**config.mk**
```make
export PLATFORM = sky130hd
export DESIGN_NAME = flsc_host
export DESIGN_NICKNAME = d
export VERILOG_FILES = /design/src/logic/unused_none.sv /design/src/logic/flsc_pkg.sv /design/src/logic/flsc_host.sv
export SDC_FILE = /design/constraint.sdc
export NUM_CORES = 1
export LEC_CHECK = 0
export ABC_AREA = 0
export CORE_MARGIN = 3
export CORE_UTILIZATION = 40
export CTS_BUF_LIST = sky130_fd_sc_hd__clkbuf_16
export DETAILED_ROUTE_END_ITERATION = 16
export DONT_BUFFER_PORTS = 1
export PLACE_DENSITY = 0.53
export SYNTH_ARGS = -nofsm -noshare
export SYNTH_HDL_FRONTEND = slang
export SYNTH_SLANG_ARGS = --single-unit
export TNS_END_PERCENT = 20
```
**constraint.sdc**
```tcl
create_clock -name clk -period 5.75 [get_ports clk]
set_input_delay 0 -clock clk [delete_from_list [all_inputs] [get_ports clk]]
set_output_delay 0 -clock clk [all_outputs]
set_load 0.05 [all_outputs]
```
**src/logic/unused_none.sv**
```systemverilog
`timescale 1ns/1ps

```
**src/logic/flsc_pkg.sv**
```systemverilog
package flsc_pkg;
	// Register byte offsets on the host Wishbone port
	localparam logic [3:0] REG_CTRL = 4'h0;
	localparam logic [3:0] REG_ADDR = 4'h4;
	localparam logic [3:0] REG_DATA = 4'h8;
	localparam logic [3:0] REG_STAT = 4'hC;
	localparam int unsigned CTRL_RST_BIT = 8;
	localparam int unsigned STAT_BUSY = 0;
	localparam int unsigned STAT_REFUSED = 1;
	localparam int unsigned STAT_SUSP = 2;
	localparam int unsigned STAT_PULSE = 3;
	localparam int unsigned STAT_PIN = 4;
	localparam int unsigned STAT_MODE = 5;
	localparam int unsigned STAT_RDATA = 16;
	// Status register bits of the flash
	localparam int unsigned SR_READY = 7;
	localparam int unsigned SR_SUSP = 2;
	// Flash command bytes
	localparam logic [7:0] CMD_READ_ARRAY = 8'hFF;
	localparam logic [7:0] CMD_READ_STAT = 8'h70;
	localparam logic [7:0] CMD_CLR_STAT = 8'h50;
	localparam logic [7:0] CMD_SUSPEND = 8'hB0;
	localparam logic [7:0] CMD_RESUME = 8'hD0;
	localparam logic [7:0] CMD_CONFIG = 8'hB8;
	localparam logic [7:0] CMD_LOCK_SETUP = 8'h60;
	localparam logic [7:0] CMD_LOCK_SET = 8'h01;
	localparam logic [7:0] CMD_LOCK_CLR = 8'hD0;
	localparam logic [7:0] CMD_RCFG_SET = 8'h03;
	localparam logic [7:0] CFG_CODE_MASK = 8'h03;
	localparam logic [1:0] CFG_LEVEL = 2'h0;
	localparam int unsigned RM_ADDR_BIT = 16;
	localparam int unsigned CFG_STEP = 3;
	localparam int unsigned CHK_STEP = 1;
	// Bus timing
	localparam int unsigned CLK_NS = 25;
	localparam int unsigned T_WE_NS = 70;
	localparam int unsigned T_RD_NS = 150;
	localparam int unsigned SYNC_LAT = 2;
	localparam int unsigned WE_CYC = (T_WE_NS + CLK_NS - 1) / CLK_NS;
	localparam int unsigned RD_CYC = (T_RD_NS + CLK_NS - 1) / CLK_NS;

	typedef enum logic [3:0] {
		OP_NONE     = 4'h0,
		OP_SUSPEND  = 4'h1,
		OP_RESUME   = 4'h2,
		OP_CONFIG   = 4'h3,
		OP_SET_LOCK = 4'h4,
		OP_CLR_LOCK = 4'h5,
		OP_RD_STAT  = 4'h6,
		OP_CLR_STAT = 4'h7,
		OP_RD_ARRAY = 4'h8,
		OP_RD_CFG   = 4'h9
	} flsc_op_e;

	typedef enum logic [1:0] {
		AS_ZERO = 2'h0,
		AS_USER = 2'h1,
		AS_RCFG = 2'h2
	} flsc_asel_e;

	typedef struct packed {
		logic       rd;
		logic       last;
		flsc_asel_e asel;
		logic       use_code;
		logic [7:0] cmd;
	} flsc_cyc_s;

	typedef struct packed {
		logic [23:0] addr;
		logic [15:0] dq;
		logic        dq_oe;
		logic        ce_n;
		logic        oe_n;
		logic        we_n;
		logic        rst_n;
	} flsc_pins_s;
endpackage : flsc_pkg

```
**src/logic/flsc_host.sv**
```systemverilog
`timescale 1ns/1ps
// What this block does
// - Read-mode word: select bit on address 16, other bits zero.
// - Configure byte then code with upper six bits masked to zero.
// - Configure only when device is neither busy nor suspended.
// - Lock set: setup with block address, confirm inside same block.
// - Each write cycle is taken on the rising write strobe.
module flsc_host
	import flsc_pkg::*;
#(
	parameter int unsigned WE_CYCLES = WE_CYC,
	parameter int unsigned RD_CYCLES = RD_CYC
) (
	input  wire logic        clk,
	input  wire logic        sys_rst,
	input  wire logic        wb_cyc_i,
	input  wire logic        wb_stb_i,
	input  wire logic        wb_we_i,
	input  wire logic [3:0]  wb_adr_i,
	input  wire logic [3:0]  wb_sel_i,
	input  wire logic [31:0] wb_dat_i,
	output logic      [31:0] wb_dat_o,
	output logic             wb_ack_o,
	output flsc_pins_s       flash_pins_o,
	input  wire logic [15:0] flash_dq_i,
	input  wire logic        flash_sts_i
);
	typedef enum logic [1:0] {
		S_IDLE   = 2'h0,
		S_SETUP  = 2'h1,
		S_STROBE = 2'h2,
		S_HOLD   = 2'h3
	} flsc_st_e;

	localparam logic [4:0] WE_CNT = 5'(WE_CYCLES);
	localparam logic [4:0] RD_CNT = 5'(RD_CYCLES + SYNC_LAT);

	function automatic flsc_cyc_s seq_step(flsc_op_e op, logic [1:0] step);
		flsc_cyc_s c;
		c = '{rd: 1'b0, last: 1'b1, asel: AS_ZERO, use_code: 1'b0,
			cmd: CMD_READ_STAT};
		case (op)
			OP_SUSPEND: c.cmd = CMD_SUSPEND;
			OP_RESUME: c.cmd = CMD_RESUME;
			OP_CLR_STAT: c.cmd = CMD_CLR_STAT;
			OP_CONFIG: begin
				// Status check first so busy or suspended devices are spared
				c.last = (step == 2'(CFG_STEP));
				c.rd = (step == 2'(CHK_STEP));
				c.cmd = (step == 2'h2) ? CMD_CONFIG : CMD_READ_STAT;
				c.use_code = (step == 2'(CFG_STEP));
			end
			OP_SET_LOCK: begin
				c.last = step[0];
				c.asel = AS_USER;
				c.cmd = step[0] ? CMD_LOCK_SET : CMD_LOCK_SETUP;
			end
			OP_CLR_LOCK: begin
				c.last = step[0];
				c.cmd = step[0] ? CMD_LOCK_CLR : CMD_LOCK_SETUP;
			end
			OP_RD_STAT: begin
				// Single access read; no page bursts on status
				c.last = step[0];
				c.rd = step[0];
			end
			OP_RD_ARRAY: begin
				c.last = step[0];
				c.rd = step[0];
				c.asel = AS_USER;
				c.cmd = CMD_READ_ARRAY;
			end
			OP_RD_CFG: begin
				c.last = step[0];
				c.asel = AS_RCFG;
				c.cmd = step[0] ? CMD_RCFG_SET : CMD_LOCK_SETUP;
			end
			default: c.last = 1'b1;
		endcase
		return c;
	endfunction : seq_step

	function automatic logic [31:0] lane_mask(logic [3:0] sel);
		return {{8{sel[3]}}, {8{sel[2]}}, {8{sel[1]}}, {8{sel[0]}}};
	endfunction : lane_mask

	// Pin synchronisers; first stage feeds only the second
	logic [15:0] dq_s1_q, dq_s2_q;
	logic        sts_s1_q, sts_s2_q, sts_s3_q;
	always_ff @(posedge clk) begin
		dq_s1_q <= flash_dq_i;
		dq_s2_q <= dq_s1_q;
		sts_s1_q <= flash_sts_i;
		sts_s2_q <= sts_s1_q;
		sts_s3_q <= sts_s2_q;
	end

	flsc_st_e    st_q, st_d;
	flsc_op_e    op_q, op_d;
	logic [1:0]  step_q, step_d;
	logic [4:0]  cnt_q, cnt_d;
	flsc_pins_s  pins_q, pins_d;
	logic [23:0] addr_q, addr_d;
	logic [15:0] data_q, data_d, rdata_q, rdata_d;
	logic [1:0]  mode_q, mode_d;
	logic        susp_q, susp_d, refused_q, refused_d, pulse_q, pulse_d;
	logic        hrst_q, hrst_d, ack_q, ack_d;
	logic [31:0] dat_q, dat_d, wm, ctrl_w;
	logic        take, wr_ctrl, wr_stat;
	flsc_cyc_s   cur;

	assign wb_dat_o = dat_q;
	assign wb_ack_o = ack_q;
	assign flash_pins_o = pins_q;

	always_comb begin
		take = wb_cyc_i & wb_stb_i & ~ack_q;
		wm = lane_mask(wb_sel_i);
		ctrl_w = wb_dat_i & wm;
		wr_ctrl = take & wb_we_i & (wb_adr_i == REG_CTRL);
		wr_stat = take & wb_we_i & (wb_adr_i == REG_STAT);
		cur = seq_step(op_q, step_q);
		st_d = st_q;
		op_d = op_q;
		step_d = step_q;
		cnt_d = cnt_q;
		pins_d = pins_q;
		addr_d = addr_q;
		data_d = data_q;
		rdata_d = rdata_q;
		mode_d = mode_q;
		susp_d = susp_q;
		hrst_d = hrst_q;
		ack_d = take;
		dat_d = 32'h0000_0000;
		refused_d = refused_q & ~(wr_stat & ctrl_w[STAT_REFUSED]);
		pulse_d = pulse_q & ~(wr_stat & ctrl_w[STAT_PULSE]);
		if (take & wb_we_i & (wb_adr_i == REG_ADDR))
			addr_d = 24'((32'(addr_q) & ~wm) | (wb_dat_i & wm));
		if (take & wb_we_i & (wb_adr_i == REG_DATA))
			data_d = 16'((32'(data_q) & ~wm) | (wb_dat_i & wm));
		if (wr_ctrl & wm[CTRL_RST_BIT])
			hrst_d = wb_dat_i[CTRL_RST_BIT];
		if (take & ~wb_we_i) begin
			case (wb_adr_i)
				REG_CTRL: dat_d[CTRL_RST_BIT] = hrst_q;
				REG_ADDR: dat_d = 32'(addr_q);
				REG_DATA: dat_d = 32'(data_q);
				REG_STAT: begin
					dat_d[STAT_BUSY] = (st_q != S_IDLE);
					dat_d[STAT_REFUSED] = refused_q;
					dat_d[STAT_SUSP] = susp_q;
					dat_d[STAT_PULSE] = pulse_q;
					dat_d[STAT_PIN] = sts_s2_q;
					dat_d[STAT_MODE+1:STAT_MODE] = mode_q;
					dat_d[STAT_RDATA+15:STAT_RDATA] = rdata_q;
				end
				default: dat_d = 32'h0000_0000;
			endcase
		end
		// Falling pin edge in a pulse mode marks a finished operation
		if ((mode_q != CFG_LEVEL) & sts_s3_q & ~sts_s2_q)
			pulse_d = 1'b1;
		// Device drops pin configuration on hard reset
		if (hrst_q) begin
			mode_d = CFG_LEVEL;
			susp_d = 1'b0;
		end
		pins_d.rst_n = ~hrst_q;
		case (st_q)
			S_IDLE: begin
				if (wr_ctrl & wm[0] & (ctrl_w[3:0] != OP_NONE)) begin
					op_d = flsc_op_e'(ctrl_w[3:0]);
					step_d = 2'h0;
					st_d = S_SETUP;
					// Set lock, clear lock and suspend refused while suspended
					if (susp_q & (ctrl_w[3:0] == OP_SET_LOCK |
						ctrl_w[3:0] == OP_CLR_LOCK |
						ctrl_w[3:0] == OP_SUSPEND)) begin
						st_d = S_IDLE;
						refused_d = 1'b1;
					end
				end else if (wr_ctrl & wm[0]) begin
					refused_d = refused_d;
				end
			end
			S_SETUP: begin
				case (cur.asel)
					AS_USER: pins_d.addr = addr_q;
					AS_RCFG: begin
						pins_d.addr = 24'h00_0000;
						pins_d.addr[RM_ADDR_BIT] = data_q[0];
					end
					default: pins_d.addr = 24'h00_0000;
				endcase
				pins_d.dq = {8'h00, cur.use_code ?
					(data_q[7:0] & CFG_CODE_MASK) : cur.cmd};
				pins_d.dq_oe = ~cur.rd;
				pins_d.ce_n = 1'b0;
				cnt_d = cur.rd ? RD_CNT : WE_CNT;
				st_d = S_STROBE;
			end
			S_STROBE: begin
				pins_d.we_n = cur.rd;
				pins_d.oe_n = ~cur.rd;
				cnt_d = cnt_q - 5'h01;
				// Strobe stays low for the full count before it rises
				if (cnt_q == 5'h00) begin
					// Write taken on this rising strobe edge
					pins_d.we_n = 1'b1;
					pins_d.oe_n = 1'b1;
					if (cur.rd)
						rdata_d = dq_s2_q;
					st_d = S_HOLD;
				end
			end
			default: begin
				pins_d.ce_n = 1'b1;
				pins_d.dq_oe = 1'b0;
				st_d = cur.last ? S_IDLE : S_SETUP;
				step_d = step_q + 2'h1;
				if (op_q == OP_RD_STAT)
					susp_d = rdata_q[SR_READY] & rdata_q[SR_SUSP];
				if (op_q == OP_RESUME)
					susp_d = 1'b0;
				if (op_q == OP_CONFIG & step_q == 2'(CHK_STEP) &
					(~rdata_q[SR_READY] | rdata_q[SR_SUSP] | susp_q)) begin
					st_d = S_IDLE;
					refused_d = 1'b1;
				end
				if (op_q == OP_CONFIG & cur.last)
					mode_d = data_q[1:0];
			end
		endcase
	end

	always_ff @(posedge clk) begin
		if (sys_rst) begin
			st_q <= S_IDLE;
			op_q <= OP_NONE;
			step_q <= 2'h0;
			cnt_q <= 5'h00;
			pins_q <= '{addr: 24'h00_0000, dq: 16'h0000, dq_oe: 1'b0,
				ce_n: 1'b1, oe_n: 1'b1, we_n: 1'b1, rst_n: 1'b1};
			addr_q <= 24'h00_0000;
			data_q <= 16'h0000;
			rdata_q <= 16'h0000;
			mode_q <= CFG_LEVEL;
			susp_q <= 1'b0;
			refused_q <= 1'b0;
			pulse_q <= 1'b0;
			hrst_q <= 1'b0;
			ack_q <= 1'b0;
			dat_q <= 32'h0000_0000;
		end else begin
			st_q <= st_d;
			op_q <= op_d;
			step_q <= step_d;
			cnt_q <= cnt_d;
			pins_q <= pins_d;
			addr_q <= addr_d;
			data_q <= data_d;
			rdata_q <= rdata_d;
			mode_q <= mode_d;
			susp_q <= susp_d;
			refused_q <= refused_d;
			pulse_q <= pulse_d;
			hrst_q <= hrst_d;
			ack_q <= ack_d;
			dat_q <= dat_d;
		end
	end
endmodule : flsc_host

```
* Word level (Yosys, flattened, before mapping)
Index checks and enable logic that the tools add are counted.
** Cells by class
- Reductions and logical operators :: 18
- Bitwise gates (word level) :: 42
- Eq/ne operators :: 24
- Multiplexer cells :: 40
- $add $sub $neg :: 2
** Operators with widths (count)
- $pmux 8 s8 :: 1
- $and 24x24->24 :: 2
- $pmux 24 s2 :: 1
- $pmux 16 s2 :: 1
- $eq 4x3->1 const B :: 7
- $mux 8 :: 3
- $not 24->24 :: 1
- $or 24x24->24 :: 1
- $and 1x1->1 :: 22
- $pmux 7 s3 :: 1
- $and 16x16->16 :: 1
- $eq 4x4->1 const B :: 4
- $or 16x16->16 :: 1
- $mux 2 :: 7
- $mux 7 :: 2
- $pmux 7 s2 :: 1
- $mux 1 :: 12
- $pmux 2 s2 :: 3
- $not 1->1 :: 10
- $pmux 5 s2 :: 1
- $reduce_or 2->1 :: 5
- $eq 2x2->1 const B :: 4
- $eq 4x1->1 const B :: 2
- $eq 4x2->1 const B :: 2
- other kinds (18) :: 31
** Word-level totals
- Output and inout bits :: 78
- Word-level logic and storage cells :: 152
- Input port bits :: 62
- Register bits :: 180

* Logic depth before layout (Yosys ltp)
Gate-level depths: netlist of run 1.
- Word-level depth :: 10
- Depth in mapped cells :: 10
- Depth with buffers taken out :: 8

* Least setup slack after synthesis of run 1
OpenSTA, ideal clock, no wires.
- Kind :: register -> register
- Start :: register op_q[2]
- End :: register pins_q (netlist bit flash_pins_o[37])
- Stages on the path, launching flop included :: 10
- Clock period less this slack :: 1.826 ns
- Setup time :: 0.128 ns
- Setup slack :: 3.924 ns
- Path buffers :: 1
- Arrival :: 1.699 ns
- Required time :: 5.622 ns
- Cell sequence :: dfxtp_1 > clkbuf_1 > nor2b_1 > o21ai_0 > inv_1 > ha_1 > a22oi_1 > nor2_1 > mux2i_1 > nor2_1
** On the way
- Cells in the longest elaborated chain, start to end :: 5
- Elaborated cells on any way between the ends :: 8
** Ends and longest elaborated chain
- start: declaration :: line flsc_host.sv:99 : flsc_op_e op_q, op_d;
- start signal: assignment :: line flsc_host.sv:257 : op_q <= op_d;
- $eq 4x4->1 or $eq 4x3->1 (tied branches) :: line flsc_host.sv:42 : case (op)
- $reduce_or 2->1 (no line)
- $pmux 2 s2 * :: line flsc_host.sv:42
- $eq 2x2->1 or $eq 2x1->1 (tied branches) :: line flsc_host.sv:188 : case (cur.asel)
- $pmux 24 s2 * :: line flsc_host.sv:188
- end signal: assignment :: line flsc_host.sv:243 : pins_q <= '{addr: 24'h00_0000, dq: 16'h0000, dq_oe: 1'b0,
- end signal: assignment :: line flsc_host.sv:260 : pins_q <= pins_d;
- end: declaration :: line flsc_host.sv:102 : flsc_pins_s pins_q, pins_d;
Mark *: on every way between the ends. The rest lies on a longest branch, timed or not.
A chain may end at the register's enable or synchronous reset.

==> results.json, run 1 <==
{
  "worst-r2r-setup-slack_ps": 2740,
  "grt.overflow.total": 0,
  "peakVddDrop_mv": 0.2253,
  "grtUsageTotal_pct": 19.14,
  "clock_latency_ps": 430,
  "clock_skew_ps": 13.92,
  "holdCritPathClass": "primary input to flop",
  "synth-edff-count": 0,
  "worst_path_most_repeated_cell": "dlygate4sd3_1",
  "root_buffer": "clkbuf_16",
  "io_pins": 140,
  "worst_pin_slew_ps": 1149,
  "synth_cell_types": 60,
  "worst_setup_path_start_kind": "flop",
  "multiInputGateArea_um2": 2920,
  "h-tree-depth": 4,
  "nets": 856,
  "reg2regPathDepth": 7,
  "ys.warnings.count": 0,
  "final_common_cell": "dfxtp_1",
  "num_rows": 47,
  "post-cts-setup-buffer-count": 0,
  "seqCellArea_um2": 3603,
  "place_congestion": 0.7959,
  "cts_made_buffers": 17,
  "critical_path_required_ps": 6120,
  "p_total_uw": 2643,
  "dr.pass1.iters": 5,
  "clkSinkCount": 180,
  "synth_ff_type": "dfxtp_1",
  "wirelength_mm": 17.89,
  "die_y_um": 137.0,
  "setup_violations": 0,
  "area_growth_pct": 20.43,
  "cts_resized": 0,
  "fp.dieW_um": 137.0,
  "max_freq_mhz": 332.7,
  "grt_max_degree": 112,
  "slew_headroom_pct": 23.39,
  "crit_type": "flop to flop",
  "place.port_buffers": 0,
  "async_flop_share_pct": 0,
  "final_cells": 1016,
  "endpoint_kind": "flop",
  "routedWlPerCell_um": 17.61,
  "hold_depth": 3,
  "drv_cap": 0,
  "final_cell_mix": "dfxtp_1, a21oi_1, dlygate4sd3_1",
  "fin_crit_sh_pct": 52.27,
  "syn_area_um2": 6860,
  "status": "complete, no violations",
  "rsz0062_at_grt": "no",
  "slowest_delay_ps": 590,
  "first_global_vias": 5206,
  "clock_path_buffers": 2,
  "start_util_pct": 41.08,
  "fin_crit_ps": 3006,
  "cts_tree": "yes",
  "dp_hpwl_mm": 10.80,
  "vias": 5407,
  "drtIter0Drc": 452,
  "crit_slowest_cell": "dlygate4sd3_1",
  "syn_area_per_cell_um2": 9.398,
  "vias_per_cell": 5.322,
  "powerDensity_nw_per_um2": 319.9,
  "hold_violations": 0,
  "critPathMaxFanout": 27,
  "finalMaxSlewViolations": 0,
  "yosysSeqAreaShare_pct": 52.53,
  "dp_cells": 902,
  "cp_cell_sequence": "and3b_1, and3_1, buf_4, nand3_1, dlygate4sd3_1, a21oi_1, dlygate4sd3_1",
  "ys_ff_latch": 180,
  "clk_transition_reported_paths_ps": 70,
  "synth_cells": 730,
  "nFillCells": 1555,
  "drive_gt1_share_pct": 6.281,
  "antenna_found_initial": 0,
  "grt_pass1_wl_mm": 27.97,
  "crit_arrival_ps": 3380,
  "ant_nets": 0,
  "die_area_um2": 18760,
  "power_leakage_uw": 0.002910,
  "tns_ps": 0,
  "design.core.area_um2": 16700,
  "drc_errors": 0,
  "antenna_cells": 0
}
## cells in the mapped netlist, types with 3 or more instances
library cell  count  area share, %
buf_2             4           0.29
clkbuf_1         35            1.9
nand3b_1          4           0.44
mux2i_1          38            5.5
a22oi_1          27            3.0
nor2_1           71            3.9
ha_1             11            2.0
o211ai_1          4           0.44
dfxtp_1         180             53
nand2_1          51            2.8
nand2b_1         38            3.5
nand3_1          61            4.5
a311oi_1          3           0.38
nor2b_1           9           0.82
and3_1           10           0.91
nor3b_1           3           0.33
and2_1            3           0.27
buf_4            12            1.3
a21oi_1          82            6.0
nor3_1            5           0.36
or3_1             4           0.36
nand4_1           3           0.27
inv_1            14           0.77
o21ai_0          14            1.0
## layer usage
layer / vias up / global-route usage (%) / share of wire (%)
met5: - / 0 / 0
met4: 0 / 7.040 / 1.6
met3: 24 / 5.735 / 7.3
met2: 185 / 28.86 / 45
met1: 2575 / 25.90 / 46
li1: 2623 / - / -
## power by group
part	leakage, µW	switching [µW]	internal, µW	total [µW]
sequential	0.00146	55.0	1280	1330
clock	0.000272	531	567	1100
combinational	0.00117	127	86.0	213
## worst paths after layout
path                     from           to
setup reg to reg     wb_ack_o         flop
hold reg to reg   dq_s1_q[15]  dq_s2_q[15]
setup / recovery     wb_ack_o         flop
hold / removal    wb_adr_i[1]  wb_dat_o[6]
## critical path, delay by kind of cell (launching register included)
family	cells	cell delay, ps
buffers and inverters	3	1450
DFF	1	480
AOI/OAI and AO/OA	1	130
and+or+nand+nor	3	870
## kinds of logic after synthesis
family	share of synthesized area, %
buffers and inverters	5.326
AO/OA/AOI/OAI	13.33
other	0.05466
AND/OR/NAND/NOR	21.21
adder cells (fa/ha/maj)	2.006
multiplexers	5.544
flip-flops	52.53
## final cells by class
cell class	instances	share of cell area [%]
inverter	14	0.6361
clock inverter	15	1.499
sequential	180	43.62
timing repair buffer	85	10.42
tap	220	3.332
multi-input combinational	485	35.35
clock buffer	17	5.149
## through the flow
| step | utilization, % | setup slack (ps) | cell area, µm² | hold slack, ps |
|---|---|---|---|---|
| floorplan | - | 3924 | 6887 | 27.72 |
| global placement | 41.16 | 3003 | 6874 | 27.77 |
| detailed placement | 41.16 | 2982 | 6874 | 27.77 |
| CTS | 49.47 | 2779 | 8262 | 1.423 |
| global route | 49.47 | 2614 | 8262 | 35.25 |
| finish | 49.47 | 2745 | 8262 | 18.97 |
## repair_timing
item	in CTS	in global routing
hold buffers	82	0
endpoints found under the setup margin	0	0
endpoints found under the hold margin	140	0
Note: power is estimated with default switching activity, not from simulation.
==> run 2, diff against run 1 <==
Settings changed: PLACE_DENSITY 0.53 to 0.55.
Clock period 5.75 ns to 2.4 ns, I/O delays scaled along.
==> run 2 against run 1 <==
Maximum frequency increased by 34%. Clock-buffer cell count unchanged. Total power increased by 130%. Register-to-register slack got worse by 2600 ps. Highest routed layer unchanged.
==> results.json, run 2 (same netlist as run 1, synthesis figures left out) <==
{
  "worst_setup_path_start_kind": "flop",
  "place.port_buffers": 0,
  "io_pins": 140,
  "h-tree-depth": 4,
  "seqCellArea_um2": 3603,
  "slowest_delay_ps": 580,
  "grt_pass1_wl_mm": 27.71,
  "finalMaxSlewViolations": 0,
  "powerDensity_nw_per_um2": 754.6,
  "die_y_um": 137.0,
  "crit_type": "flop to flop",
  "final_common_cell": "dfxtp_1",
  "status": "complete, no violations",
  "worst-r2r-setup-slack_ps": 150,
  "post-cts-setup-buffer-count": 0,
  "clock_path_buffers": 2,
  "root_buffer": "clkbuf_16",
  "final_cells": 1014,
  "fp.dieW_um": 137.0,
  "power_leakage_uw": 0.002865,
  "reg2regPathDepth": 6,
  "clk_transition_reported_paths_ps": 70,
  "start_util_pct": 41.08,
  "hold_violations": 0,
  "ant_nets": 0,
  "grtUsageTotal_pct": 18.81,
  "dp_hpwl_mm": 11.23,
  "final_cell_mix": "dfxtp_1, a21oi_1, nor2_1",
  "antenna_cells": 0,
  "holdCritPathClass": "primary input to flop",
  "detailedPlace.worstSlack_ps": 413.0,
  "rsz0062_at_grt": "no",
  "crit_start": "wb_ack_o",
  "cts_tree": "yes",
  "r2r_start": "wb_ack_o",
  "clock_skew_ps": 12.78,
  "drive_gt1_share_pct": 7.179,
  "grt_max_degree": 111,
  "dp_cells": 913,
  "nFillCells": 1566,
  "hold_slack_ps": 18.24,
  "drc_errors": 0,
  "vias_per_cell": 5.383,
  "cp_cell_sequence": "and3b_2, nand3_1, o21ai_0, dlygate4sd3_1, a211oi_2, dlygate4sd3_1",
  "post-route-util_pct": 49.06,
  "drtIter0Drc": 421,
  "antenna_found_initial": 0,
  "routedWlPerCell_um": 17.51,
  "dr.pass1.iters": 5,
  "wirelength_mm": 17.75,
  "vias": 5458,
  "endpoint_kind": "flop",
  "crit_arrival_ps": 2560,
  "reg2reg_to": "refused_q",
  "cp-endpoint": "refused_q",
  "grt.overflow.total": 0,
  "fin_crit_sh_pct": 93.62,
  "clkSinkCount": 180,
  "peakVddDrop_mv": 0.4636,
  "design.core.area_um2": 16700,
  "place_congestion": 0.8447,
  "area_growth_pct": 19.42,
  "multiInputGateArea_um2": 2922,
  "slew_headroom_pct": 48.31,
  "critPathMaxFanout": 7,
  "cts_made_buffers": 17,
  "setup_violations": 0,
  "worst_pin_slew_ps": 772.0,
  "clock_latency_ps": 430,
  "first_global_vias": 5295,
  "crit_slowest_cell": "dlygate4sd3_1",
  "nets": 855,
  "die_area_um2": 18760,
  "drv_cap": 0,
  "num_rows": 47,
  "critical_path_required_ps": 2710,
  "fin_crit_ps": 2247,
  "tns_ps": 0,
  "max_freq_mhz": 445.1,
  "finalWorstSetupSlack_ps": 153.2,
  "worst_path_most_repeated_cell": "dlygate4sd3_1"
}
run 2: cell count changes in the layout (fill, tap and decap cells not counted):
cell / change
buf_4: +11
clkinv_2: -3
clkinv_8: -1
clkinv_1: +1
clkinv_4: +4
inv_6: -2
inv_1: +3
and3b_1: -1
dlygate4sd3_1: -12
and3b_2: +1
inv_8: -3
run 2: metal layers:
metal,part of all wire (%),GRT usage (%),wire [µm],vias to the layer above
met5,0,0,0,-
met4,1.7,6.707,308,0
met3,6.4,4.632,1133,27
met2,48,30.33,8449,203
met1,44,24.55,7859,2619
li1,-,-,-,2609
run 2: worst max-delay path: cells and delay by family (launching register included):
kind,cells,cell delay [ps]
buffers and inverters,2,1150
and+or+nand+nor,2,460
DFF,1,310
AOI/OAI and AO/OA,2,210
run 2: through the flow:
step | area (µm²) | power [µW]
global route | 8193 | 6429
detailed placement | 6957 | 3671
CTS | 8192 | 6229
floorplan | 6887 | 3631
finish | 8193 | 6183
global placement | 6957 | 3653
run 2: worst min path at each step:
| stage | from | endpoint | slack (ps) | cells after the start |
|---|---|---|---|---|
| after CTS | wb_sel_i[0] | pulse_q | 3 | 4 |
| after floorplan | flash_dq_i[0] | dq_s1_q[0] | 30 | 0 |
| after detailed placement | flash_dq_i[3] | dq_s1_q[3] | 30 | 0 |
| after global placement | flash_dq_i[15] | dq_s1_q[15] | 30 | 0 |
| after global routing | wb_we_i | flop | 20 | 3 |
| final | wb_sel_i[0] | pulse_q | 20 | 4 |
run 2: repair_timing:
| item | 4_1_cts | 5_1_grt |
|---|---|---|
| hold buffers | 70 | 0 |
| setup endpoints to repair | 0 | 1 |
| resized for setup | 0 | 1 |
| endpoints found under the hold margin | 138 | 0 |
run 2: report_power, final:
group / internal (µW) / switching, µW
clock: 1310 / 1150
combinational: 215 / 315
sequential: 3060 / 129
total: 4590 / 1600
run 2: layout make-up:
class	count	share of cell area, %
multi-input cells	485	35.66
well taps	220	3.360
clock buffers	17	5.192
clock inverters	14	1.115
repair buffers	84	10.05
flip-flops and latches	180	43.98
inverters	14	0.6414
